**src/ssw_pkg.sv**
```systemverilog
// Shared constants for the supply supervisor and watchdog block
package ssw_pkg;

   // Clock and internal timebase
   localparam int CLK_HZ          = 125_000_000;
   localparam int TICK_MS         = 1;
   localparam int TICK_CYCLES     = CLK_HZ / 1000 * TICK_MS;

   // Reset stretch after supply recovery, in ms
   localparam int STRETCH_MS      = 50;
   localparam int STRETCH_LONG_MS = 200;
   localparam logic [15:0] STRETCH_TICKS =
      16'(STRETCH_MS / TICK_MS);
   localparam logic [15:0] STRETCH_LONG_TICKS =
      16'(STRETCH_LONG_MS / TICK_MS);

   // Watchdog periods on the internal oscillator, in ms
   localparam int WDT_SHORT_MS    = 100;
   localparam int WDT_LONG_MS     = 1600;
   localparam logic [15:0] WDT_SHORT_TICKS = 16'(WDT_SHORT_MS / TICK_MS);
   localparam logic [15:0] WDT_LONG_TICKS  = 16'(WDT_LONG_MS / TICK_MS);

   // Watchdog period on the external timebase
   localparam int WDT_EXT_S       = 100;
   localparam int EXT_EDGE_MS     = 100;
   localparam int WDT_EXT_EDGES   = WDT_EXT_S * 1000 / EXT_EDGE_MS;

   // Register byte offsets
   localparam logic [11:0] CTRL_OFF     = 12'h000;
   localparam logic [11:0] STATUS_OFF   = 12'h004;
   localparam logic [11:0] IRQ_STAT_OFF = 12'h008;
   localparam logic [11:0] IRQ_MASK_OFF = 12'h00c;

   // Field positions
   localparam int CTRL_LONG_BIT   = 0;
   localparam int EV_WDT_BIT      = 0;
   localparam int EV_SUPPLY_BIT   = 1;
   localparam int EV_WARN_BIT     = 2;
   localparam int EV_W            = 3;

   // Reset values
   localparam logic [31:0] CTRL_RST     = 32'h0000_0000;
   localparam logic [EV_W-1:0] IRQ_MASK_RST = 3'h0;

   // Supervisor states
   typedef enum logic [1:0] {
      st_low,
      st_stretch,
      st_run
   } ssw_state_type;

endpackage : ssw_pkg

```
**src/ssw_sync_edge.sv**
```systemverilog
// Two-stage synchroniser with edge detect on the settled level
`timescale 1ns/1ps
`default_nettype none
module ssw_sync_edge (
   // Clock and reset
   input  wire logic clk,
   input  wire logic rst_n,
   // Raw input
   input  wire logic din,
   // Synchronised level and any-edge pulse
   output logic      level,
   output logic      any_edge
);

   logic meta_q;
   logic sync_q;
   logic prev_q;

   // Synchroniser chain and delayed copy
   always_ff @(posedge clk or negedge rst_n) begin
      if (!rst_n) begin
         meta_q <= 1'b0;
         sync_q <= 1'b0;
         prev_q <= 1'b0;
      end else begin
         meta_q <= din;
         sync_q <= meta_q;
         prev_q <= sync_q;
      end
   end

   // Edge seen only on the second stage and later
   assign level    = sync_q;
   assign any_edge = sync_q ^ prev_q;

endmodule : ssw_sync_edge
`default_nettype wire

```
**src/ssw_tick.sv**
```systemverilog
// Prescaler giving one-cycle ticks every CYCLES clocks
`timescale 1ns/1ps
`default_nettype none
module ssw_tick #(
   parameter int CYCLES = 125000
) (
   // Clock and reset
   input  wire logic clk,
   input  wire logic rst_n,
   // Tick pulse
   output logic      tick
);

   localparam int W = (CYCLES > 1) ? $clog2(CYCLES) : 1;
   localparam logic [W-1:0] LAST = W'(CYCLES - 1);

   logic [W-1:0] cnt_q;
   logic         tick_q;

   // Free-running divider
   always_ff @(posedge clk or negedge rst_n) begin
      if (!rst_n) begin
         cnt_q  <= '0;
         tick_q <= 1'b0;
      end else begin
         cnt_q  <= (cnt_q == LAST) ? '0 : cnt_q + 1'b1;
         tick_q <= (cnt_q == LAST);
      end
   end

   assign tick = tick_q;

endmodule : ssw_tick
`default_nettype wire

```
**src/ssw_top.sv**
```systemverilog
// Supply supervisor, reset stretcher, watchdog and chip-select gate
// Behaviour
// - Reset low while supply below threshold
// - Hold reset 50 ms after recovery, option 200
// - Missed period gives a reset pulse
// - Undriven toggle input disables the watchdog
// - Select low: period from external timebase
// - Select high: internal 100 ms or 1.6 s
// - Backup mode holds memory select high
// - Backup flag low while main above battery
// - Warning low while sense below reference
// - Active-high reset is inverse of reset
// - Expired flag low until toggle, high undervoltage
// - Memory select passes when supply valid
// - Pulse repeats each period until toggled
// - Backup mode ignores toggle and timebase
//
// Register access over APB and the register offsets are this design's own decisions.
`timescale 1ns/1ps
`default_nettype none
module ssw_top #(
   parameter int TICK_CYCLES   = ssw_pkg::TICK_CYCLES,
   parameter int WDT_EXT_EDGES = ssw_pkg::WDT_EXT_EDGES
) (
   // Clock and reset
   input  wire logic        pclk,
   input  wire logic        presetn,
   // APB slave
   input  wire logic        psel,
   input  wire logic        penable,
   input  wire logic        pwrite,
   input  wire logic [11:0] paddr,
   input  wire logic [31:0] pwdata,
   output logic [31:0]      prdata,
   output logic             pready,
   output logic             pslverr,
   // Supply indications
   input  wire logic        supply_ok,
   input  wire logic        batt_mode,
   input  wire logic        supply_below_ref,
   // Watchdog and timebase pins
   input  wire logic        watchdog_toggle_in,
   input  wire logic        watchdog_toggle_driven,
   input  wire logic        timebase_select,
   input  wire logic        timebase_input,
   // Memory select gate
   input  wire logic        mem_select_in,
   output logic             mem_select_out,
   // Status and reset outputs
   output logic             proc_reset_n,
   output logic             proc_reset,
   output logic             watchdog_expired_n,
   output logic             backup_source_flag,
   output logic             supply_warn_n,
   output logic             irq
);

   localparam logic [15:0] EXT_LIMIT = 16'(WDT_EXT_EDGES);

   // State and registers
   ssw_pkg::ssw_state_type state_q;
   ssw_pkg::ssw_state_type state_d;
   logic [15:0]            str_cnt_q;
   logic [15:0]            wdt_cnt_q;
   logic                   strap_q;
   logic                   ctrl_long_q;
   logic [ssw_pkg::EV_W-1:0] irq_stat_q;
   logic [ssw_pkg::EV_W-1:0] irq_mask_q;
   logic                   bad_prev_q;
   logic                   warn_prev_q;
   logic                   proc_reset_n_q;
   logic                   proc_reset_q;
   logic                   watchdog_expired_n_q;
   logic                   mem_select_out_q;
   logic                   backup_source_flag_q;
   logic                   supply_warn_n_q;
   logic                   irq_q;
   logic [31:0]            prdata_q;
   logic                   pready_q;
   logic                   pslverr_q;

   // Submodule outputs
   logic ms_tick;
   logic tog_level;
   logic tog_edge;
   logic tb_level;
   logic tb_edge;

   // Millisecond tick from the internal oscillator
   ssw_tick #(
      .CYCLES (TICK_CYCLES)
   ) u_tick (
      .clk   (pclk),
      .rst_n (presetn),
      .tick  (ms_tick)
   );

   // Toggle input synchroniser
   ssw_sync_edge u_tog (
      .clk      (pclk),
      .rst_n    (presetn),
      .din      (watchdog_toggle_in),
      .level    (tog_level),
      .any_edge (tog_edge)
   );

   // External timebase synchroniser
   ssw_sync_edge u_tb (
      .clk      (pclk),
      .rst_n    (presetn),
      .din      (timebase_input),
      .level    (tb_level),
      .any_edge (tb_edge)
   );

   // Supply condition decode
   wire supply_bad = !supply_ok || batt_mode;

   // Stretch length and end
   wire [15:0] str_limit = ctrl_long_q ? ssw_pkg::STRETCH_LONG_TICKS
                                       : ssw_pkg::STRETCH_TICKS;
   wire str_done = ms_tick && (str_cnt_q >= str_limit - 16'h0001);

   // Watchdog enable, tick source and period
   wire wdt_active = watchdog_toggle_driven && !supply_bad &&
                     (state_q == ssw_pkg::st_run);
   wire wdt_tick = timebase_select ? ms_tick : tb_edge;
   wire [15:0] int_limit = strap_q ? ssw_pkg::WDT_LONG_TICKS
                                   : ssw_pkg::WDT_SHORT_TICKS;
   wire [15:0] wdt_limit = timebase_select ? int_limit
                                           : EXT_LIMIT;
   wire wdt_timeout = wdt_active && !tog_edge && wdt_tick &&
                      (wdt_cnt_q >= wdt_limit - 16'h0001);

   // Supervisor next state
   always_comb begin
      state_d = state_q;
      case (state_q)
         ssw_pkg::st_low: begin
            if (!supply_bad) begin
               state_d = ssw_pkg::st_stretch;
            end
         end
         ssw_pkg::st_stretch: begin
            if (supply_bad) begin
               state_d = ssw_pkg::st_low;
            end else if (str_done) begin
               state_d = ssw_pkg::st_run;
            end
         end
         ssw_pkg::st_run: begin
            if (supply_bad) begin
               state_d = ssw_pkg::st_low;
            end else if (wdt_timeout) begin
               state_d = ssw_pkg::st_stretch;
            end
         end
         default: begin
            state_d = ssw_pkg::st_low;
         end
      endcase
   end

   // State and stretch counter
   always_ff @(posedge pclk or negedge presetn) begin
      if (!presetn) begin
         state_q   <= ssw_pkg::st_low;
         str_cnt_q <= 16'h0000;
      end else begin
         state_q   <= state_d;
         if (state_q != ssw_pkg::st_stretch || state_d != state_q) begin
            str_cnt_q <= 16'h0000;
         end else if (ms_tick) begin
            str_cnt_q <= str_cnt_q + 16'h0001;
         end
      end
   end

   // Watchdog period counter, restarted by either toggle edge
   always_ff @(posedge pclk or negedge presetn) begin
      if (!presetn) begin
         wdt_cnt_q <= 16'h0000;
      end else if (!wdt_active || tog_edge || wdt_timeout) begin
         wdt_cnt_q <= 16'h0000;
      end else if (wdt_tick) begin
         wdt_cnt_q <= wdt_cnt_q + 16'h0001;
      end
   end

   // Strap on the timebase pin, frozen in backup
   always_ff @(posedge pclk or negedge presetn) begin
      if (!presetn) begin
         strap_q <= 1'b0;
      end else if (timebase_select && !batt_mode) begin
         strap_q <= tb_level;
      end
   end

   // Pin outputs
   always_ff @(posedge pclk or negedge presetn) begin
      if (!presetn) begin
         proc_reset_n_q       <= 1'b0;
         proc_reset_q         <= 1'b1;
         watchdog_expired_n_q <= 1'b1;
         mem_select_out_q     <= 1'b1;
         backup_source_flag_q <= 1'b1;
         supply_warn_n_q      <= 1'b1;
      end else begin
         proc_reset_n_q   <= (state_d == ssw_pkg::st_run);
         proc_reset_q     <= (state_d != ssw_pkg::st_run);
         mem_select_out_q <= supply_bad | mem_select_in;
         backup_source_flag_q <= batt_mode;
         supply_warn_n_q  <= !(supply_below_ref || batt_mode);
         if (supply_bad) begin
            watchdog_expired_n_q <= 1'b1;
         end else if (wdt_timeout) begin
            watchdog_expired_n_q <= 1'b0;
         end else if (tog_edge) begin
            watchdog_expired_n_q <= 1'b1;
         end
      end
   end

   // APB decode
   wire apb_acc   = psel && penable && pready_q;
   wire apb_wr    = apb_acc && pwrite;
   wire sel_ctrl  = (paddr == ssw_pkg::CTRL_OFF);
   wire sel_stat  = (paddr == ssw_pkg::STATUS_OFF);
   wire sel_istat = (paddr == ssw_pkg::IRQ_STAT_OFF);
   wire sel_imask = (paddr == ssw_pkg::IRQ_MASK_OFF);
   wire mapped    = sel_ctrl || sel_stat || sel_istat || sel_imask;

   // Interrupt events and write-one-to-clear
   wire [ssw_pkg::EV_W-1:0] ev;
   assign ev[ssw_pkg::EV_WDT_BIT]    = wdt_timeout;
   assign ev[ssw_pkg::EV_SUPPLY_BIT] = supply_bad && !bad_prev_q;
   assign ev[ssw_pkg::EV_WARN_BIT]   = supply_below_ref && !warn_prev_q;
   wire [ssw_pkg::EV_W-1:0] clr = (apb_wr && sel_istat) ?
                                  pwdata[ssw_pkg::EV_W-1:0] : '0;
   wire [ssw_pkg::EV_W-1:0] irq_stat_d = (irq_stat_q & ~clr) | ev;

   // Live status word
   wire [31:0] status_word = {27'h0, supply_ok, batt_mode,
                              supply_below_ref, !watchdog_expired_n_q,
                              !proc_reset_n_q};

   // Read data select
   wire [31:0] rd_mux =
      sel_ctrl  ? {31'h0, ctrl_long_q} :
      sel_stat  ? status_word :
      sel_istat ? {29'h0, irq_stat_q} :
      sel_imask ? {29'h0, irq_mask_q} : 32'h0000_0000;

   // Control, interrupt registers and edge history
   always_ff @(posedge pclk or negedge presetn) begin
      if (!presetn) begin
         ctrl_long_q <= ssw_pkg::CTRL_RST[ssw_pkg::CTRL_LONG_BIT];
         irq_stat_q  <= '0;
         irq_mask_q  <= ssw_pkg::IRQ_MASK_RST;
         bad_prev_q  <= 1'b1;
         warn_prev_q <= 1'b0;
         irq_q       <= 1'b0;
      end else begin
         if (apb_wr && sel_ctrl) begin
            ctrl_long_q <= pwdata[ssw_pkg::CTRL_LONG_BIT];
         end
         if (apb_wr && sel_imask) begin
            irq_mask_q <= pwdata[ssw_pkg::EV_W-1:0];
         end
         irq_stat_q  <= irq_stat_d;
         bad_prev_q  <= supply_bad;
         warn_prev_q <= supply_below_ref;
         irq_q       <= |(irq_stat_d & irq_mask_q);
      end
   end

   // APB answer one cycle into the access phase
   always_ff @(posedge pclk or negedge presetn) begin
      if (!presetn) begin
         pready_q  <= 1'b0;
         pslverr_q <= 1'b0;
         prdata_q  <= 32'h0000_0000;
      end else begin
         pready_q  <= psel && penable && !pready_q;
         pslverr_q <= psel && penable && !pready_q && !mapped;
         prdata_q  <= (psel && penable && !pready_q && !pwrite) ?
                      rd_mux : 32'h0000_0000;
      end
   end

   // Output ports
   assign prdata             = prdata_q;
   assign pready             = pready_q;
   assign pslverr            = pslverr_q;
   assign proc_reset_n       = proc_reset_n_q;
   assign proc_reset         = proc_reset_q;
   assign watchdog_expired_n = watchdog_expired_n_q;
   assign mem_select_out     = mem_select_out_q;
   assign backup_source_flag = backup_source_flag_q;
   assign supply_warn_n      = supply_warn_n_q;
   assign irq                = irq_q;

   // Checks on the outputs, the watchdog timeout and the watchdog period counter
   rst_low_a: assert property (@(posedge pclk)
      disable iff (!presetn)
      supply_bad |=> !proc_reset_n_q)
      else $error("reset not low");
   rst_inv_a: assert property (@(posedge pclk)
      disable iff (!presetn)
      proc_reset_q == !proc_reset_n_q)
      else $error("reset not inverse");
   str_hold_a: assert property (@(posedge pclk)
      disable iff (!presetn)
      (state_q == ssw_pkg::st_low && !supply_bad)
      |=> !proc_reset_n_q[*8])
      else $error("stretch too short");
   wdt_pulse_a: assert property (@(posedge pclk)
      disable iff (!presetn)
      wdt_timeout |=> (!proc_reset_n_q && !watchdog_expired_n_q))
      else $error("no watchdog reset");
   wdt_off_a: assert property (@(posedge pclk)
      disable iff (!presetn)
      (!watchdog_toggle_driven || batt_mode) |-> !wdt_timeout)
      else $error("timeout while disabled");
   cs_force_a: assert property (@(posedge pclk)
      disable iff (!presetn)
      supply_bad |=> mem_select_out_q)
      else $error("select not forced");
   cs_pass_a: assert property (@(posedge pclk)
      disable iff (!presetn)
      !supply_bad |=> (mem_select_out_q == $past(mem_select_in)))
      else $error("select not passed");
   batt_flag_a: assert property (@(posedge pclk)
      disable iff (!presetn)
      $past(presetn) |-> (backup_source_flag_q == $past(batt_mode)))
      else $error("backup flag wrong");
   warn_low_a: assert property (@(posedge pclk)
      disable iff (!presetn)
      supply_below_ref |=> !supply_warn_n_q)
      else $error("warning missed");
   wdo_hold_a: assert property (@(posedge pclk)
      disable iff (!presetn)
      (!watchdog_expired_n_q && !tog_edge && !supply_bad)
      |=> !watchdog_expired_n_q)
      else $error("expired flag dropped");
   wdo_bad_a: assert property (@(posedge pclk)
      disable iff (!presetn)
      supply_bad |=> watchdog_expired_n_q)
      else $error("expired flag not high");
   tog_restart_a: assert property (@(posedge pclk)
      disable iff (!presetn)
      tog_edge |=> (wdt_cnt_q == 16'h0000))
      else $error("no restart");

endmodule : ssw_top
`default_nettype wire

```
**config.mk**
```make
export PLATFORM = sky130hd
export DESIGN_NAME = ssw_top
export DESIGN_NICKNAME = d
export VERILOG_FILES = /design/src/ssw_pkg.sv /design/src/ssw_sync_edge.sv /design/src/ssw_tick.sv /design/src/ssw_top.sv
export SDC_FILE = /design/constraint.sdc
export NUM_CORES = 1
export LEC_CHECK = 0
export CAP_MARGIN = 20
export CORE_MARGIN = 2
export CORE_UTILIZATION = 35
export CTS_BUF_LIST = sky130_fd_sc_hd__clkbuf_8
export DETAILED_ROUTE_END_ITERATION = 8
export DONT_BUFFER_PORTS = 1
export PLACE_DENSITY_LB_ADDON = 0.25
export RECOVER_POWER = 25
export REMOVE_ABC_BUFFERS = 1
export SETUP_SLACK_MARGIN = 0.15
export SYNTH_ARGS = -nofsm -noshare
export SYNTH_HDL_FRONTEND = slang
export SYNTH_SLANG_ARGS = --single-unit
```
**constraint.sdc**
```tcl
create_clock -name pclk -period 2.8 [get_ports pclk]
set_clock_uncertainty 0.15 [all_clocks]
set_input_delay 0.7 -clock pclk [delete_from_list [all_inputs] [get_ports pclk]]
set_output_delay 0.7 -clock pclk [all_outputs]
set_load 0.01 [all_outputs]
```
# == After elaboration in Yosys (flattened, before gate mapping) ==
# Cells that the tools add are included.
# word_totals
wordCells,120
input_bits,57
reg_bits,82
output_inout_bits,41
# classes
bitwise,7
add_sub_neg,5
mux,24
eq_ne,10
n_lt_le_gt_ge,2
reduce_logical,45
# op_table
operator,count
$mux 16,4
$add 16x1->16 const B,2
$ge 16x16->1,2
$eq 12x4->1 const B,2
$mux 11,2
$logic_and 1x1->1,18
$add 17x1->17 const B,1
$eq 17x17->1 const B,1
$mux 17,1
$mux 5,3
$logic_not 1->1,13
$eq 12x3->1 const B,1
$logic_not 12->1,1
$sub 11x1->12 const B,1
$mux 2,5
$mux 3,3
$sub 8x1->9 const B,1
$logic_or 1x1->1,8
$mux 8,1
$and 3x3->3,2
$pmux 2 s3,1
$eq 2x2->1 const B,2
$mux 1,4
$reduce_bool 2->1,2
11 further kinds,12

# == Logic depth before layout (Yosys ltp) ==
# depth
word_depth,14
mapped_depth,9
mapped_depth_nobuf,8

# == By module ==
# A second synthesis with hierarchy kept.
# unflattened
hier_cells,440
area_unflattened_um2,4340.4
# by_module_without_submodules
mod,seq_area_each_um2,area_per_inst_um2,instances,cells_each
ssw_top,1458.9,3314.4,1,355
ssw_tick,450.4,858.3,1,77
ssw_sync_edge,75.1,83.8,2,4

# == Worst setup path before layout ==
# OpenSTA, ideal clock, no wires.
# synth_timing
path_type,reg2reg
from,reg ctrl_long_q
to,reg str_cnt_q[11]
setup_ps,69
path_stages_with_launch,9
path_slack_ps,376
arrival_ps,2205
n_path_buf,1
synth_period_minus_slack_ps,2424
required_ps,2581
cell_sequence,dfrtp_1 > inv_1 > ha_1 > or4_4 > a2111oi_4 > o211ai_2 > a211o_4 > buf_12 > nor2_2
# synth_between
elab_chain_cells,10
word_cells_on_any_way,11
cone_classes,add/sub: 1; order compare: 1; eq/ne: 1; mux: 5; reduce/logical: 3
# synth_rtl
element,line_no,text
"start, declared",ssw_top.sv:66,logic ctrl_long_q;
"start signal, assigned",ssw_top.sv:257,ctrl_long_q <= ssw_pkg::CTRL_RST[ssw_pkg::CTRL_LONG_BIT];
"start signal, assigned",ssw_top.sv:265,ctrl_long_q <= pwdata[ssw_pkg::CTRL_LONG_BIT];
$mux 8 *,ssw_top.sv:120,wire [15:0] str_limit = ctrl_long_q ? ssw_pkg::STRETCH_LONG_TICKS
$sub 8x1->9 *,ssw_top.sv:122,wire str_done = ms_tick && (str_cnt_q >= str_limit - 16'h0001);
$ge 16x16->1 *,ssw_top.sv:122,
$logic_and 1x1->1 *,ssw_top.sv:122,
$mux 2 *,ssw_top.sv:147,end else if (str_done) begin
$mux 2 *,ssw_top.sv:145,if (supply_bad) begin
$pmux 2 s3 *,ssw_top.sv:138,case (state_q)
$ne 2x2->1 *,ssw_top.sv:171,if (state_q != ssw_pkg::st_stretch || state_d != state_q) begin
$logic_or 1x1->1 *,ssw_top.sv:171,
$mux 16 or $reduce_bool 2->1 (tied branches),-,
"end signal, assigned",ssw_top.sv:174,str_cnt_q <= str_cnt_q + 16'h0001;
"end, declared",ssw_top.sv:63,logic [15:0] str_cnt_q;
# Mark *: on every way between the ends. The rest lies on a longest branch, timed or not.
# A chain may end at the register's enable or synchronous reset.

# == Worst setup path in the final report ==
# layout_timing
from,reg ctrl_long_q
to,reg str_cnt_q[14]
# The elaborated chain is that of the path after synthesis.

==> metrics.txt <==
status finished, violations left; failing checks max-capacitance violations, max-slew violations; ys flop type dfrtp_1; dpl cells 561; met1 Use GR 0.185; detailed placement HPWL 5700 um; first-pass GRT wire length 14,000 um; maximum clock path buffer count 2; fillcell total 1,176; fin. max-slew vios 77; HP Class input port to asynchronous set/reset pin; initial detailed-routing violation count 226; total chip power 2.11 mW; Reg power frac 0.572; Lkg Pwr 1.90 nW; initial antenna violation count 0; Final Setup Violations 0; GRT Util Overall 0.136; share of the synthesized area in the top cell type 0.446; RSZ-0062 raised after global routing false; DR pass1 iterations 4; fin area 4560 sq um; Tmin final 2.51 ns; Cells after Synth 417; Hold Vio Cnt, Final 0; Clock Power Share 0.384; internal cell power 1.56 mW; final WL 8590 um; H-tree depth 3; drc violations 0; ys async rst share 1.00; Setup crit start kind flip-flop; Clock Tree Root clkbuf_8; synth unique cells 53; area leader, netlist dfrtp_1; Switching Share 0.263; register area 2060 sq um; Setup TNS 0 ns; starting density of the core 0.356; Fmax achieved 398 MHz; max_slew headroom -0.264; number of top-level pins 98; Post-CTS Setup Bufs 0; core area 12,000 sq um; layout cell share with drive strength beyond 1 0.120; Crit path arrival time 2.65 ns; Syn. warnings 0; Multi-input gate area 2020 sq um; Worst Tran Pin Value 1.90 ns; Worst-Skew Late Latency 0.36 ns; die width 114 um; Max FO, Critical Path 8; post-synth design cell area 4260 sq um; ANT nets after route 0; clock sink count 82; total die area 13,100 sq um; Seq/Total Area, Yosys 0.483; Vias 2,975; Area Growth Syn to Fin 6.90%; met2 usage 0.213; mean post-synth cell area 10.2 sq um; vias in the first global route 2,826; DP Area 4340 sq um; Die Ht 114 um; Synth Register Bits 82; number of synthesized flops with an enable pin 0; Worst setup EP type flip-flop; WL/cell 14.8 um; Critical Path RT 2.94 ns; critical path type flip-flop to flip-flop; port bufs 0; Sw Pwr 0.556 mW; Clk pin slew, worst setup/hold paths 0.09 ns; GPL Wtd Cong 0.748; busiest grt layer met2; antenna diode count 0; TritonCTS clock tree built; largest net degree at the start of global routing 77; CTS Buf Count 9; Synth area leaders dfrtp_1 45%, ha_1 5.0%, buf_4 4.8%; Total Nets Final 503; power per cell area 464 nW/um^2; Site Rows 40; Vias/cell 5.12; Cell Count, Final, Fillers Out 581; grt ovf 0; Max Cap Viol 1; VDD IR max 192 uV; Combinational Power Share 0.044; GR Util met3 0.0344; worst hold slack 0.0285 ns; Final Cycle Share 0.897
-- repair_timing --
| item | 4_1_cts | 5_1_grt |
|---|---|---|
| hold buffers | 2 | 1 |
| endpoints found under the setup margin | 0 | 11 |
| resized for setup | 0 | 0 |
| endpoints found under the hold margin | 76 | 1 |
-- worst max-delay path, stage by stage, from the launching register on --
cell,delay (ns)
dfrtp_1,0.41
inv_1,0.09
ha_1,0.19
or4_4,0.49
a2111oi_4,0.34
o211ai_2,0.18
a211o_2,0.46
nor2_2,0.14
-- cells by family after synthesis --
family,share of synthesized area
simple gates,0.217
flops,0.483
compound gates,0.0872
buf+inv,0.0681
xor+xnor,0.0781
fa+ha+maj,0.0499
mux,0.0153
other cells,0.000880
-- sequential cells by signal (all words and copies together) (netlist names), 2 cells and up --
name	flops
irq_stat_q	3
state_q	2
prdata	5
wdt_cnt_q	16
str_cnt_q	16
irq_mask_q	3
u_tick.cnt_q	17
-- final timing paths --
kind | end | slack (ns) | start | cells past startpoint
setup / recovery | str_cnt_q[14]$_DFFE_PN0P_ | 0.29 | ctrl_long_q$_DFFE_PN0P_ | 7
hold / removal | mem_select_out$_DFF_PN1_ | 0.03 | presetn | 0
setup reg to reg | str_cnt_q[14]$_DFFE_PN0P_ | 0.29 | ctrl_long_q$_DFFE_PN0P_ | 7
hold reg to reg | u_tog.level$_DFF_PN0_ | 0.21 | u_tog.meta_q$_DFF_PN0_ | 0
max in group asynchronous | pready$_DFF_PN0_ | 0.66 | presetn | 1
min in group pclk | backup_source_flag$_DFF_PN1_ | 0.18 | batt_mode | 0
-- layer usage --
layer | part of all wire | wire (um)
met4 | 0.012 | 106
met3 | 0.036 | 305
met1 | 0.48 | 4130
met2 | 0.47 | 4040
met5 | 0 | 0
-- through the flow --
stage / utilization / worst slack [ns]
after floorplan: - / 0.198
after global placement: 0.363 / 0.288
after detailed placement: 0.363 / 0.278
after CTS: 0.381 / 0.239
after global routing: 0.381 / 0.164
final: 0.381 / 0.287
-- cell usage after synthesis, types with 3 or more instances --
master / instances
a2111oi_0: 3
a211oi_1: 5
a21o_1: 3
a21oi_1: 10
a31oi_1: 5
and2_1: 4
and3_1: 4
and4_1: 4
buf_4: 27
clkbuf_1: 7
dfrtp_1: 76
dfstp_2: 6
ha_1: 17
inv_1: 11
mux2_2: 4
nand2_1: 34
nand2b_1: 3
nand3_1: 23
nand4_1: 16
nor2_1: 43
nor2_2: 7
nor2_4: 3
nor2b_1: 7
nor3_1: 9
nor4_1: 8
o21ai_0: 8
xnor2_1: 23
xor2_1: 15
-- layout make-up --
class | count | area share
tap | 147 | 0.0404
sequential | 82 | 0.452
inverter | 11 | 0.00906
clock inverter | 7 | 0.0126
multi-input combinational | 316 | 0.443
clock buffer | 9 | 0.0272
timing repair buffer | 9 | 0.0154
-- power groups by stage --
stage                     clock network, mW  registers [mW]  logic, mW
after global placement                    0            1.23     0.0648
final                                 0.811            1.21     0.0932
after detailed placement                  0            1.23     0.0658
after CTS                             0.842            1.21     0.0956
after global routing                  0.896            1.21      0.107
after floorplan                           0            1.23     0.0553
-- placed cells by master, fill, tap and decap left out, drive strengths merged, types with 5 or more instances in the layout --
master,n
dfrtp,76
nor2,53
nand2,34
conb,27
nand3,23
xnor2,23
ha,17
nand4,16
xor2,15
inv,15
nor3,11
a21oi,10
clkbuf,10
nor4,8
o21ai,8
nor2b,7
dfstp,6
buf,6
a211oi,5
a31oi,5
No activity file was read; power rests on OpenSTA's default activity.
